===== src/common/egrb_map.svh =====
// Register offsets, reset values and limits of the exposure register bank
`ifndef EGRB_MAP_SVH
`define EGRB_MAP_SVH

// ----------------------------------------------------------------------
// Offsets
// ----------------------------------------------------------------------
`define EGRB_SETUP1_OFS 8'h11
`define EGRB_FINE_HI_OFS 8'h20
`define EGRB_FINE_LO_OFS 8'h21
`define EGRB_COARSE_HI_OFS 8'h22
`define EGRB_COARSE_LO_OFS 8'h23
`define EGRB_GAIN_OFS 8'h24
`define EGRB_CLKDIV_OFS 8'h25
`define EGRB_STATUS_OFS 8'h26
`define EGRB_DARK_HI_OFS 8'h2c
`define EGRB_DARK_LO_OFS 8'h2d
`define EGRB_DARK_CTRL_OFS 8'h2e
`define EGRB_PAGE_HI 4'h2

// ----------------------------------------------------------------------
// Field positions
// ----------------------------------------------------------------------
`define EGRB_SETUP1_SHUF_BIT 7
`define EGRB_SETUP1_IMM_GAIN_BIT 4
`define EGRB_SETUP1_IMM_DIV_BIT 3
`define EGRB_DARK_SLOW_BIT 3
`define EGRB_STATUS_PEND_BIT 0

// ----------------------------------------------------------------------
// Reset values
// ----------------------------------------------------------------------
`define EGRB_SETUP1_RST 8'h80
`define EGRB_FINE_RST 10'h000
`define EGRB_COARSE_RST 10'h20a
`define EGRB_GAIN_RST 4'h0
`define EGRB_CLKDIV_RST 4'h0
`define EGRB_DARK_RST 11'h000
`define EGRB_DARK_CTRL_RST 8'h00
`define EGRB_PIX_MAX 10'h3ff

`endif


===== src/common/egrb_pkg.sv =====
// Types shared by the exposure register bank
package egrb_pkg;
  typedef logic [9:0] egrb_exp_t;
  typedef logic [3:0] egrb_code_t;
  typedef logic signed [10:0] egrb_offset_t;
  typedef enum logic [1:0] {
    EGRB_DARK_REPORT = 2'b00,
    EGRB_DARK_INTERNAL = 2'b01,
    EGRB_DARK_EXTERNAL = 2'b11
  } egrb_dark_mode_t;
endpackage


===== src/rtl/egrb_bank.sv =====
// Exposure and gain register bank with frame-boundary hand-over
//
// Behaviour
// New fine, coarse, gain and divisor values are picked up only at a frame start.
// Reads return the locally held, most recently written value.
// Status bit 0 is set from an exposure write until that data is in use.
// Gain takes effect one frame after the other exposure values.
// Hand-over is suspended while any exposure page location is written.
// Values above their permitted range are clipped to the maximum.
// Fine exposure is 10 bits split over 0x20 (bits 9:8) and 0x21, reset 0.
// Coarse exposure is 10 bits split over 0x22 and 0x23, reset 522.
// The 4-bit gain code at 0x24 selects 1.0 up to 16, reset 0.
// Gain drives the output stage amplifier and leaves integration alone.
// Divisor code 0 divides by 1, 1 by 2, otherwise 2*(code[3:1]+1).
// The dark offset is 11-bit two's complement at 0x2c/0x2d added to pixels.
// With immediate gain update set a gain write applies at once.
// With immediate divisor update set a divisor write applies at once.
// Dark mode 00 reports only, 01 applies internal, 11 external offset.
// The pending bit clears once all pending values, gain included, are used.
`timescale 1ns/1ps
`include "egrb_map.svh"

module egrb_bank (
  input wire logic i_clk_sys,
  input wire logic i_rst,
  input wire logic i_wr_en,
  input wire logic i_rd_en,
  input wire logic [7:0] i_addr,
  input wire logic [7:0] i_wdata,
  input wire logic i_page_busy,
  input wire logic i_frame_start,
  input wire egrb_pkg::egrb_exp_t i_line_max,
  input wire egrb_pkg::egrb_exp_t i_frame_max,
  input wire logic i_pix_valid,
  input wire logic [9:0] i_pix,
  input wire egrb_pkg::egrb_offset_t i_dark_calc,
  output logic [7:0] o_rdata,
  output egrb_pkg::egrb_exp_t o_fine_exp,
  output egrb_pkg::egrb_exp_t o_coarse_exp,
  output egrb_pkg::egrb_code_t o_gain_code,
  output logic [4:0] o_clk_div_ratio,
  output egrb_pkg::egrb_dark_mode_t o_dark_mode,
  output logic o_dark_slow,
  output logic o_exp_pending,
  output logic o_pix_valid,
  output logic [9:0] o_pix
);
  import egrb_pkg::*;

  // ----------------------------------------------------------------------
  // Address decode
  // ----------------------------------------------------------------------
  logic in_page;
  logic wr_retimed;
  logic imm_gain;
  logic imm_div;
  logic frozen;
  logic handover;
  logic [7:0] setup1_q;
  egrb_exp_t fine_sh_q;
  egrb_exp_t coarse_sh_q;
  egrb_code_t gain_sh_q;
  egrb_code_t div_sh_q;
  egrb_offset_t dark_ofs_q;
  logic [7:0] dark_ctrl_q;
  egrb_code_t gain_stage_q;
  egrb_code_t div_act_q;
  logic gain_wait_q;
  logic exp_pend_q;

  assign in_page = i_addr[7:4] == `EGRB_PAGE_HI;
  assign imm_gain = setup1_q[`EGRB_SETUP1_IMM_GAIN_BIT];
  assign imm_div = setup1_q[`EGRB_SETUP1_IMM_DIV_BIT];
  // A write applied at once needs no frame re-timing
  assign wr_retimed = i_wr_en && in_page && i_addr <= `EGRB_CLKDIV_OFS
    && !(i_addr == `EGRB_GAIN_OFS && imm_gain)
    && !(i_addr == `EGRB_CLKDIV_OFS && imm_div);
  // Holding off during a burst keeps a split update from reaching the array
  assign frozen = i_page_busy || (i_wr_en && in_page);
  assign handover = i_frame_start && !frozen;

  // ----------------------------------------------------------------------
  // Locally held register values
  // ----------------------------------------------------------------------
  always_ff @(posedge i_clk_sys) begin
    if (i_rst) begin
      setup1_q <= `EGRB_SETUP1_RST;
      fine_sh_q <= `EGRB_FINE_RST;
      coarse_sh_q <= `EGRB_COARSE_RST;
      gain_sh_q <= `EGRB_GAIN_RST;
      div_sh_q <= `EGRB_CLKDIV_RST;
      dark_ofs_q <= `EGRB_DARK_RST;
      dark_ctrl_q <= `EGRB_DARK_CTRL_RST;
    end else if (i_wr_en) begin
      case (i_addr)
        `EGRB_SETUP1_OFS: setup1_q <= i_wdata;
        `EGRB_FINE_HI_OFS: fine_sh_q[9:8] <= i_wdata[1:0];
        `EGRB_FINE_LO_OFS: fine_sh_q[7:0] <= i_wdata;
        `EGRB_COARSE_HI_OFS: coarse_sh_q[9:8] <= i_wdata[1:0];
        `EGRB_COARSE_LO_OFS: coarse_sh_q[7:0] <= i_wdata;
        `EGRB_GAIN_OFS: gain_sh_q <= i_wdata[3:0];
        `EGRB_CLKDIV_OFS: div_sh_q <= i_wdata[3:0];
        `EGRB_DARK_HI_OFS: dark_ofs_q[10:8] <= i_wdata[2:0];
        `EGRB_DARK_LO_OFS: dark_ofs_q[7:0] <= i_wdata;
        `EGRB_DARK_CTRL_OFS: dark_ctrl_q <= i_wdata;
        default: ;
      endcase
    end
  end

  // ----------------------------------------------------------------------
  // Read-back of the stored, possibly unconsumed values
  // ----------------------------------------------------------------------
  always_ff @(posedge i_clk_sys) begin
    if (i_rst) begin
      o_rdata <= 8'h00;
    end else if (i_rd_en) begin
      case (i_addr)
        `EGRB_SETUP1_OFS: o_rdata <= setup1_q & 8'h98;
        `EGRB_FINE_HI_OFS: o_rdata <= {6'h00, fine_sh_q[9:8]};
        `EGRB_FINE_LO_OFS: o_rdata <= fine_sh_q[7:0];
        `EGRB_COARSE_HI_OFS: o_rdata <= {6'h00, coarse_sh_q[9:8]};
        `EGRB_COARSE_LO_OFS: o_rdata <= coarse_sh_q[7:0];
        `EGRB_GAIN_OFS: o_rdata <= {4'h0, gain_sh_q};
        `EGRB_CLKDIV_OFS: o_rdata <= {4'h0, div_sh_q};
        `EGRB_STATUS_OFS: o_rdata <= {7'h00, o_exp_pending};
        `EGRB_DARK_HI_OFS: o_rdata <= {5'h00, dark_ofs_q[10:8]};
        `EGRB_DARK_LO_OFS: o_rdata <= dark_ofs_q[7:0];
        `EGRB_DARK_CTRL_OFS: o_rdata <= dark_ctrl_q & 8'h0b;
        default: o_rdata <= 8'h00;
      endcase
    end
  end

  // ----------------------------------------------------------------------
  // Frame-boundary hand-over to the exposure logic
  // ----------------------------------------------------------------------
  always_ff @(posedge i_clk_sys) begin
    if (i_rst) begin
      o_fine_exp <= `EGRB_FINE_RST;
      o_coarse_exp <= `EGRB_COARSE_RST;
    end else if (handover) begin
      o_fine_exp <= (fine_sh_q > i_line_max) ? i_line_max : fine_sh_q;
      o_coarse_exp <= (coarse_sh_q > i_frame_max) ?
        i_frame_max : coarse_sh_q;
    end
  end

  // Gain is staged at one boundary and driven at the next
  always_ff @(posedge i_clk_sys) begin
    if (i_rst) begin
      gain_stage_q <= `EGRB_GAIN_RST;
      gain_wait_q <= 1'b0;
      o_gain_code <= `EGRB_GAIN_RST;
    end else if (i_wr_en && i_addr == `EGRB_GAIN_OFS && imm_gain) begin
      o_gain_code <= i_wdata[3:0];
      gain_stage_q <= i_wdata[3:0];
      gain_wait_q <= 1'b0;
    end else if (handover) begin
      if (gain_wait_q) begin
        o_gain_code <= gain_stage_q;
      end
      gain_stage_q <= gain_sh_q;
      gain_wait_q <= exp_pend_q;
    end
  end

  always_ff @(posedge i_clk_sys) begin
    if (i_rst) begin
      div_act_q <= `EGRB_CLKDIV_RST;
    end else if (i_wr_en && i_addr == `EGRB_CLKDIV_OFS && imm_div) begin
      div_act_q <= i_wdata[3:0];
    end else if (handover) begin
      div_act_q <= div_sh_q;
    end
  end

  always_ff @(posedge i_clk_sys) begin
    if (i_rst) begin
      o_clk_div_ratio <= 5'h01;
    end else if (div_act_q[3:1] == 3'h0) begin
      o_clk_div_ratio <= {3'h0, div_act_q[0], !div_act_q[0]};
    end else begin
      // Widened before the add so that code 111x reaches 16, not 0
      o_clk_div_ratio <= {{1'b0, div_act_q[3:1]} + 4'h1, 1'b0};
    end
  end

  // ----------------------------------------------------------------------
  // Pending status
  // ----------------------------------------------------------------------
  // A write blocks the hand-over in its own cycle, so a new write always
  // wins over the clear of the boundary that it collides with
  always_ff @(posedge i_clk_sys) begin
    if (i_rst) begin
      exp_pend_q <= 1'b0;
    end else if (wr_retimed) begin
      exp_pend_q <= 1'b1;
    end else if (handover) begin
      exp_pend_q <= 1'b0;
    end
  end

  always_ff @(posedge i_clk_sys) begin
    if (i_rst) begin
      o_exp_pending <= 1'b0;
    end else begin
      o_exp_pending <= wr_retimed || exp_pend_q
        || (gain_wait_q && !handover);
    end
  end

  // ----------------------------------------------------------------------
  // Dark offset applied in the output coding stage
  // ----------------------------------------------------------------------
  egrb_dark_mode_t mode_now;
  egrb_offset_t ofs_sel;
  logic signed [12:0] pix_sum;

  assign mode_now = egrb_dark_mode_t'(dark_ctrl_q[1:0]);

  always_comb begin
    case (mode_now)
      EGRB_DARK_INTERNAL: ofs_sel = i_dark_calc;
      EGRB_DARK_EXTERNAL: ofs_sel = dark_ofs_q;
      default: ofs_sel = 11'sh000;
    endcase
    pix_sum = $signed({3'h0, i_pix}) + 13'(ofs_sel);
  end

  always_ff @(posedge i_clk_sys) begin
    if (i_rst) begin
      o_pix <= 10'h000;
      o_pix_valid <= 1'b0;
      o_dark_mode <= EGRB_DARK_REPORT;
      o_dark_slow <= 1'b0;
    end else begin
      o_pix_valid <= i_pix_valid;
      o_dark_mode <= mode_now;
      o_dark_slow <= dark_ctrl_q[`EGRB_DARK_SLOW_BIT];
      // Results outside the code range saturate instead of wrapping
      if (pix_sum < 0) begin
        o_pix <= 10'h000;
      end else if (pix_sum > 13'sh3ff) begin
        o_pix <= `EGRB_PIX_MAX;
      end else begin
        o_pix <= pix_sum[9:0];
      end
    end
  end
endmodule


===== config.mk =====
export PLATFORM = sky130hd
export DESIGN_NAME = egrb_bank
export DESIGN_NICKNAME = d
export VERILOG_FILES = /design/src/common/egrb_pkg.sv /design/src/rtl/egrb_bank.sv
export VERILOG_INCLUDE_DIRS = /design/src /design/src/common
export SDC_FILE = /design/constraint.sdc
export NUM_CORES = 1
export LEC_CHECK = 0
export BUFFER_PORTS_ARGS = -buffer_cell sky130_fd_sc_hd__buf_4
export CAP_MARGIN = 0
export CORE_ASPECT_RATIO = 1.25
export CORE_MARGIN = 1.5
export CORE_UTILIZATION = 57
export CTS_CLUSTER_DIAMETER = 150
export CTS_CLUSTER_SIZE = 10
export DETAILED_ROUTE_END_ITERATION = 10
export PLACE_DENSITY = 0.82
export SLEW_MARGIN = 5
export SYNTH_ARGS = -nofsm -noshare
export SYNTH_HDL_FRONTEND = slang
export SYNTH_SLANG_ARGS = --single-unit

===== constraint.sdc =====
create_clock -name i_clk_sys -period 5.5 [get_ports i_clk_sys]
set_clock_uncertainty 0.2 [all_clocks]
set_input_delay 1.1 -clock i_clk_sys [delete_from_list [all_inputs] [get_ports i_clk_sys]]
set_output_delay 1.1 -clock i_clk_sys [all_outputs]
set_load 0.02 [all_outputs]

## Yosys cells after proc, flatten, opt, wreduce, memory -nomap -nowiden

Index checks and enable logic that the tools add are counted.

| word-level totals | value |
|---|---|
| bits in registers | 113 |
| output and inout bits | 52 |
| word-level logic and storage cells | 100 |

| operators by class | value |
|---|---|
| $add $sub $neg | 2 |
| order comparisons | 5 |
| equal/unequal tests | 14 |
| mux-type cells | 15 |
| reductions and logical operators | 39 |

Operators with widths:

| cell | count |
|---|---|
| $pmux W8 S11 | 1 |
| $eq A8 B6 Y1 const B | 10 |
| $mux W10 | 3 |
| $mux W4 | 7 |
| $pmux W11 S2 | 1 |
| $reduce_and A2 Y1 | 11 |
| $gt A10 B10 Y1 | 2 |
| $add A11 B11 Y12 | 1 |
| $gt A12 B11 Y1 const B | 1 |
| $logic_and A1 B1 Y1 | 12 |
| $lt A12 B1 Y1 const B | 1 |
| $eq A8 B5 Y1 const B | 1 |
| $le A8 B6 Y1 const B | 1 |
| $reduce_bool A2 Y1 | 4 |
| $reduce_or A2 Y1 | 3 |
| $logic_not A1 Y1 | 5 |
| $add A3 B1 Y4 const B | 1 |
| $eq A4 B2 Y1 const B | 1 |
| $logic_not A3 Y1 | 1 |
| $logic_or A1 B1 Y1 | 3 |
| $eq A2 B1 Y1 const B | 1 |
| $eq A2 B2 Y1 const B | 1 |
| $mux W1 | 2 |
| $mux W2 | 1 |

## Depth between registers and ports, before layout

| depth | value |
|---|---|
| word-level depth | 8 |
| mapped depth | 12 |
| mapped depth without buffers | 10 |

## Least setup slack after synthesis

No wires, ideal clock.

| timing | value |
|---|---|
| kind | input-to-reg |
| start point | input i_dark_calc[0] |
| end point | register o_pix[9] |
| arrival | 3,037 ps |
| data required time | 5,180 ps |
| slack | 2,143 ps |
| cell stages on the path | 9 |
| buffers on the path | 0 |
| path through | mux2i_1 nor2b_1 ha_1 fa_1 a21o_1 a221oi_2 o221ai_1 xnor2_1 o31a_1 |

| between the ends | value |
|---|---|
| longest elaborated chain between the ends | 4 |

RTL lines:

| what | RTL line | text |
|---|---|---|
| start: declaration | egrb_bank.sv:36 | `input wire egrb_pkg::egrb_offset_t i_dark_calc,` |
| $pmux W11 S2 (*) | egrb_bank.sv:223 | `case (mode_now)` |
| $add A11 B11 Y12 (*) | egrb_bank.sv:228 | `pix_sum = $signed({3'h0, i_pix}) + 13'(ofs_sel);` |
| $gt A12 B11 Y1 or $lt A12 B1 Y1 (tied branches) | egrb_bank.sv:244, egrb_bank.sv:242 |  |
| $mux W10 or $reduce_or A2 Y1 (tied branches) | n/a |  |
| end signal: assignment | egrb_bank.sv:245 | `` o_pix <= `EGRB_PIX_MAX; `` |
| end signal: assignment | egrb_bank.sv:247 | `o_pix <= pix_sum[9:0];` |
| end: declaration | egrb_bank.sv:46 | `output logic [9:0] o_pix` |

Mark *: on every way between the ends. The rest lies on a longest branch, timed or not.
A chain may end at the register's enable or synchronous reset.

## Worst setup path after layout

| timing | value |
|---|---|
| start point | register dark_ctrl_q[1] |
| end point | register o_pix[7] |

| between the ends | value |
|---|---|
| longest elaborated chain between the ends | 5 |

RTL lines:

| what | RTL line | text |
|---|---|---|
| start: declaration | egrb_bank.sv:65 | `logic [7:0] dark_ctrl_q;` |
| start signal: assignment | egrb_bank.sv:93 | `` dark_ctrl_q <= `EGRB_DARK_CTRL_RST; `` |
| start signal: assignment | egrb_bank.sv:105 | `` `EGRB_DARK_CTRL_OFS: dark_ctrl_q <= i_wdata; `` |
| $eq A2 B2 Y1 or $eq A2 B1 Y1 (tied branches) | egrb_bank.sv:223 |  |
| $pmux W11 S2 (*) | egrb_bank.sv:223 |  |
| $add A11 B11 Y12 (*) | egrb_bank.sv:228 |  |
| $gt A12 B11 Y1 or $lt A12 B1 Y1 (tied branches) | egrb_bank.sv:244, egrb_bank.sv:242 |  |
| $mux W10 or $reduce_or A2 Y1 (tied branches) | n/a |  |

Marked as above.

==> tab_implementation.tex <==
\begin{tabular}{lr}
\hline
Metric & Value \\
\hline
\multicolumn{2}{l}{\textbf{Worst setup path}} \\
CP endpoint kind & flip-flop \\
Largest stage delay, worst path & 820 ps \\
Critical Path Source Type & flip-flop \\
Critical Path Slowest Stage Cell & dfxtp\_1 \\
Critical path fanouts, max & 14 \\
Chain of cells forming the critical path & mux2i\_1 > nor2b\_1 > ha\_1 > fa\_1 > a21o\_1 > a221oi\_2 > o221ai\_1 > nand2b\_1 > o21ai\_2 > o21a\_1 \\
Cell family with most CP delay & compound AO/OA/AOI/OAI gates \\
Start of the worst register-to-register path & dark\_ctrl\_q[1] \\
Depth of the worst register-to-register path & 10 \\
Required arrival time at the worst endpoint & 5590 ps \\
Critical path endpoint & o\_pix[7] \\
Critical path type & flip-flop to flip-flop \\
Total buffers and inverters traversed by the critical path & 0 \\
Worst EP arrival & 3590 ps \\
Crit. Startpoint & dark\_ctrl\_q[1] \\
Destination of the worst register-to-register timing path & o\_pix[7] \\
Critical path depth in cells & 10 \\
Worst reg-to-reg setup slack & 2000 ps \\
\multicolumn{2}{l}{\textbf{Detailed routing}} \\
Violation count after the first detailed-routing iteration & 312 \\
Remaining antenna violation count & 0 \\
Post-detailed-routing wire length & 15000 um \\
Avg Vias per Cell & 5.95 \\
Routed length per instance & 17.2 um \\
Total iterations of the first detailed-routing run & 5 \\
Number of design rule violations left after detail routing & 0 \\
Routed vias & 5180 \\
\multicolumn{2}{l}{\textbf{Timing}} \\
Final critical path time including I/O delays and setup & 3500 ps \\
Setup TNS & 0 ps \\
Number of slew-limit violations in the final report & 0 \\
Unrepaired setup endpoints after global routing & no \\
Endpoints failing setup & 0 \\
Max-slew headroom at the worst pin & 15.4\% \\
Final worst path period share & 63.6\% \\
Timing-limited maximum frequency & 0.286 GHz \\
Pin slew with the least headroom to its limit & 1270 ps \\
Count of final hold-check violations & 0 \\
Minimum setup slack in the final design & 2000 ps \\
\multicolumn{2}{l}{\textbf{Pwr}} \\
Power Dens Cells & 249 nW/um\^{}2 \\
Standby leakage power & 2.84 nW \\
Worst vdd ir & 145 uV \\
\multicolumn{2}{l}{\textbf{Cells and area}} \\
Post-route insts no fill & 870 \\
Layout cells sized above 1 & 20.0\% \\
Highest-count cells in the layout ignoring fill and taps & buf\_4, dfxtp\_1, nand2\_1 \\
Final net count & 837 \\
Layout-stage area growth over the synthesis result & 20.2\% \\
Ant diodes & 0 \\
Leading cell type in the layout, fill and taps excluded & buf\_4 \\
Core occupancy in the finished layout & 71.0\% \\
\multicolumn{2}{l}{\textbf{Flow run}} \\
Number of max-cap violations & 0 \\
\multicolumn{2}{l}{\textbf{Global routing}} \\
Number of antenna violations at the first check in global routing & 0 \\
Global-route wire length before repair & 24300 um \\
Number of global-route vias before repair & 5068 \\
GR Util All Layers & 28.8\% \\
Maximum number of pins on one net before global-route repair & 99 \\
Global route total overflow & 0 \\
\multicolumn{2}{l}{\textbf{Clock tree}} \\
Clk buf depth & 2 \\
Number of clock buffers inserted by TritonCTS & 9 \\
Number of resized instances in the post-cts repair step & 0 \\
Number of buffers inserted by post-CTS setup repair & 0 \\
Number of hold-repair buffers added at the cts stage & 0 \\
Source-to-sink clock delay at the later pin of the worst-skew pair & 350 ps \\
Clock Root Buffer & clkbuf\_16 \\
H-tree depth & 3 \\
TritonCTS sink count & 107 \\
Clock input transition at the sequential cells of the worst setup and hold paths & 70 ps \\
TritonCTS clock tree & done \\
\multicolumn{2}{l}{\textbf{Synth}} \\
Total nets after synthesis & 752 \\
Yosys warning total & 0 \\
Area contributors post-synth & dfxtp\_1, mux2i\_1, ha\_1, a21oi\_1, nand2\_1 \\
Number of flip-flops and latches in the synthesized netlist & 107 \\
Number of distinct standard cells referenced by the synthesized netlist & 60 \\
Post-synthesis cell area & 5710 sq um \\
Share of synthesized flip-flops with an asynchronous set or reset & 0\% \\
Primary FF master, synth & dfxtp\_1 \\
Number of enable-type register cells in the synthesized netlist & 0 \\
Synth top area share & 37.5\% \\
Cell type with the largest total area after synthesis & dfxtp\_1 \\
Portion of the post-synthesis area used by sequential elements & 37.5\% \\
Synthesized instance count & 655 \\
Avg Inst Size Synth & 8.72 sq um \\
\multicolumn{2}{l}{\textbf{Run status}} \\
Result of the run & completed \\
\multicolumn{2}{l}{\textbf{Placement}} \\
DP Cell Count & 855 \\
Final weighted congestion of routability-driven global placement & 0.923 \\
Detailed placer's ending HPWL & 11200 um \\
Port Buf Inserts & 115 \\
Post-Place Setup Slack & 1770 ps \\
\multicolumn{2}{l}{\textbf{Floorplanning}} \\
Starting density of the core & 59.1\% \\
Core area & 9660 sq um \\
Total I/O pin count & 116 \\
Placement row count & 40 \\
DIE AREA & 10600 sq um \\
Width of the chip & 92.5 um \\
Die H & 115 um \\
\multicolumn{2}{l}{\textbf{Worst hold path}} \\
Min-delay worst type & flip-flop to flip-flop \\
\hline
\end{tabular}
through the flow:
step,cell area [sq um],power (mW),hold WS (ps)
6_report,6860,1.71,271
5_1_grt,6860,1.76,296
4_1_cts,6860,1.71,273
3_5_place_dp,6530,0.993,261
3_3_place_gp,6530,0.987,247
2_1_floorplan,5710,0.915,236
how the worst min path moves through the flow:
stage,cells past startpoint,endpoint,startpoint,slack [ps]
after floorplan,1,setup1_q[7],setup1_q[7],240
after global routing,2,dark_ofs_q[1],dark_ofs_q[1],300
final,2,o_rdata[6],o_rdata[6],270
after detailed placement,2,o_rdata[6],o_rdata[6],260
after global placement,1,setup1_q[7],setup1_q[7],250
after CTS,2,o_rdata[6],o_rdata[6],270
tightest hold or removal path: stages (launching register included):
cell and delay (ps):
dfxtp_1 310, nand2b_1 60, a21oi_1 50
metal layers:
layer	share of wire, %	routed length [um]	global-route usage (%)	up-vias
met1	40	5920	33.3	2446
met2	51	7600	51.1	177
met5	0	0	0	-
met3	6.4	959	5.49	39
li1	-	-	-	2518
met4	3.1	471	13.2	0
cells by family after synthesis:
family / share of synthesized area [%]
adder cells (fa/ha/maj): 7.36
AO/OA/AOI/OAI: 19.0
buffers and inverters: 5.70
multiplexers: 10.1
XOR/XNOR: 1.23
AND/OR/NAND/NOR: 19.1
flip-flops: 37.5
final cells by class:
type,instances,area (sq um)
clock inverter,5,103
clock buffer,10,229
inverter,31,116
sequential,107,2140
timing repair buffer,116,871
tap,126,158
multi-input combinational,475,3240
fill,741,2800
sequential cells by signal, indices dropped and copies added, names as in the netlist, 5 cells and up:
name and cells:
dark_ofs_q 11, o_coarse_exp 10, o_pix 10, coarse_sh_q 10, o_fine_exp 10, fine_sh_q 10, o_rdata 8, o_clk_div_ratio 5
synth_stat cells, types with 4 or more instances:
cell type,number
nor2_1,54
and3_1,4
a31oi_1,9
mux2i_1,51
nor2b_1,17
a22oi_1,8
nor3_1,9
inv_1,31
buf_2,7
a211oi_1,29
nand3_1,41
o21bai_1,4
a21oi_1,49
o211ai_1,5
a21o_1,8
nor4_1,4
o21ai_0,11
clkbuf_1,26
nand2b_1,6
o21a_1,11
nand2_1,63
ha_1,32
o221ai_1,4
dfxtp_1,107
xnor2_1,5
buf_6,5
a22o_1,5
report_power, final:
part / internal [mW] / switching (mW) / leakage (nW) / total (mW)
logic: 0.0785 / 0.104 / 1.81 / 0.183
registers: 0.787 / 0.00678 / 0.868 / 0.794
clock network: 0.442 / 0.287 / 0.159 / 0.729
No activity file was read; power rests on OpenSTA's default activity.
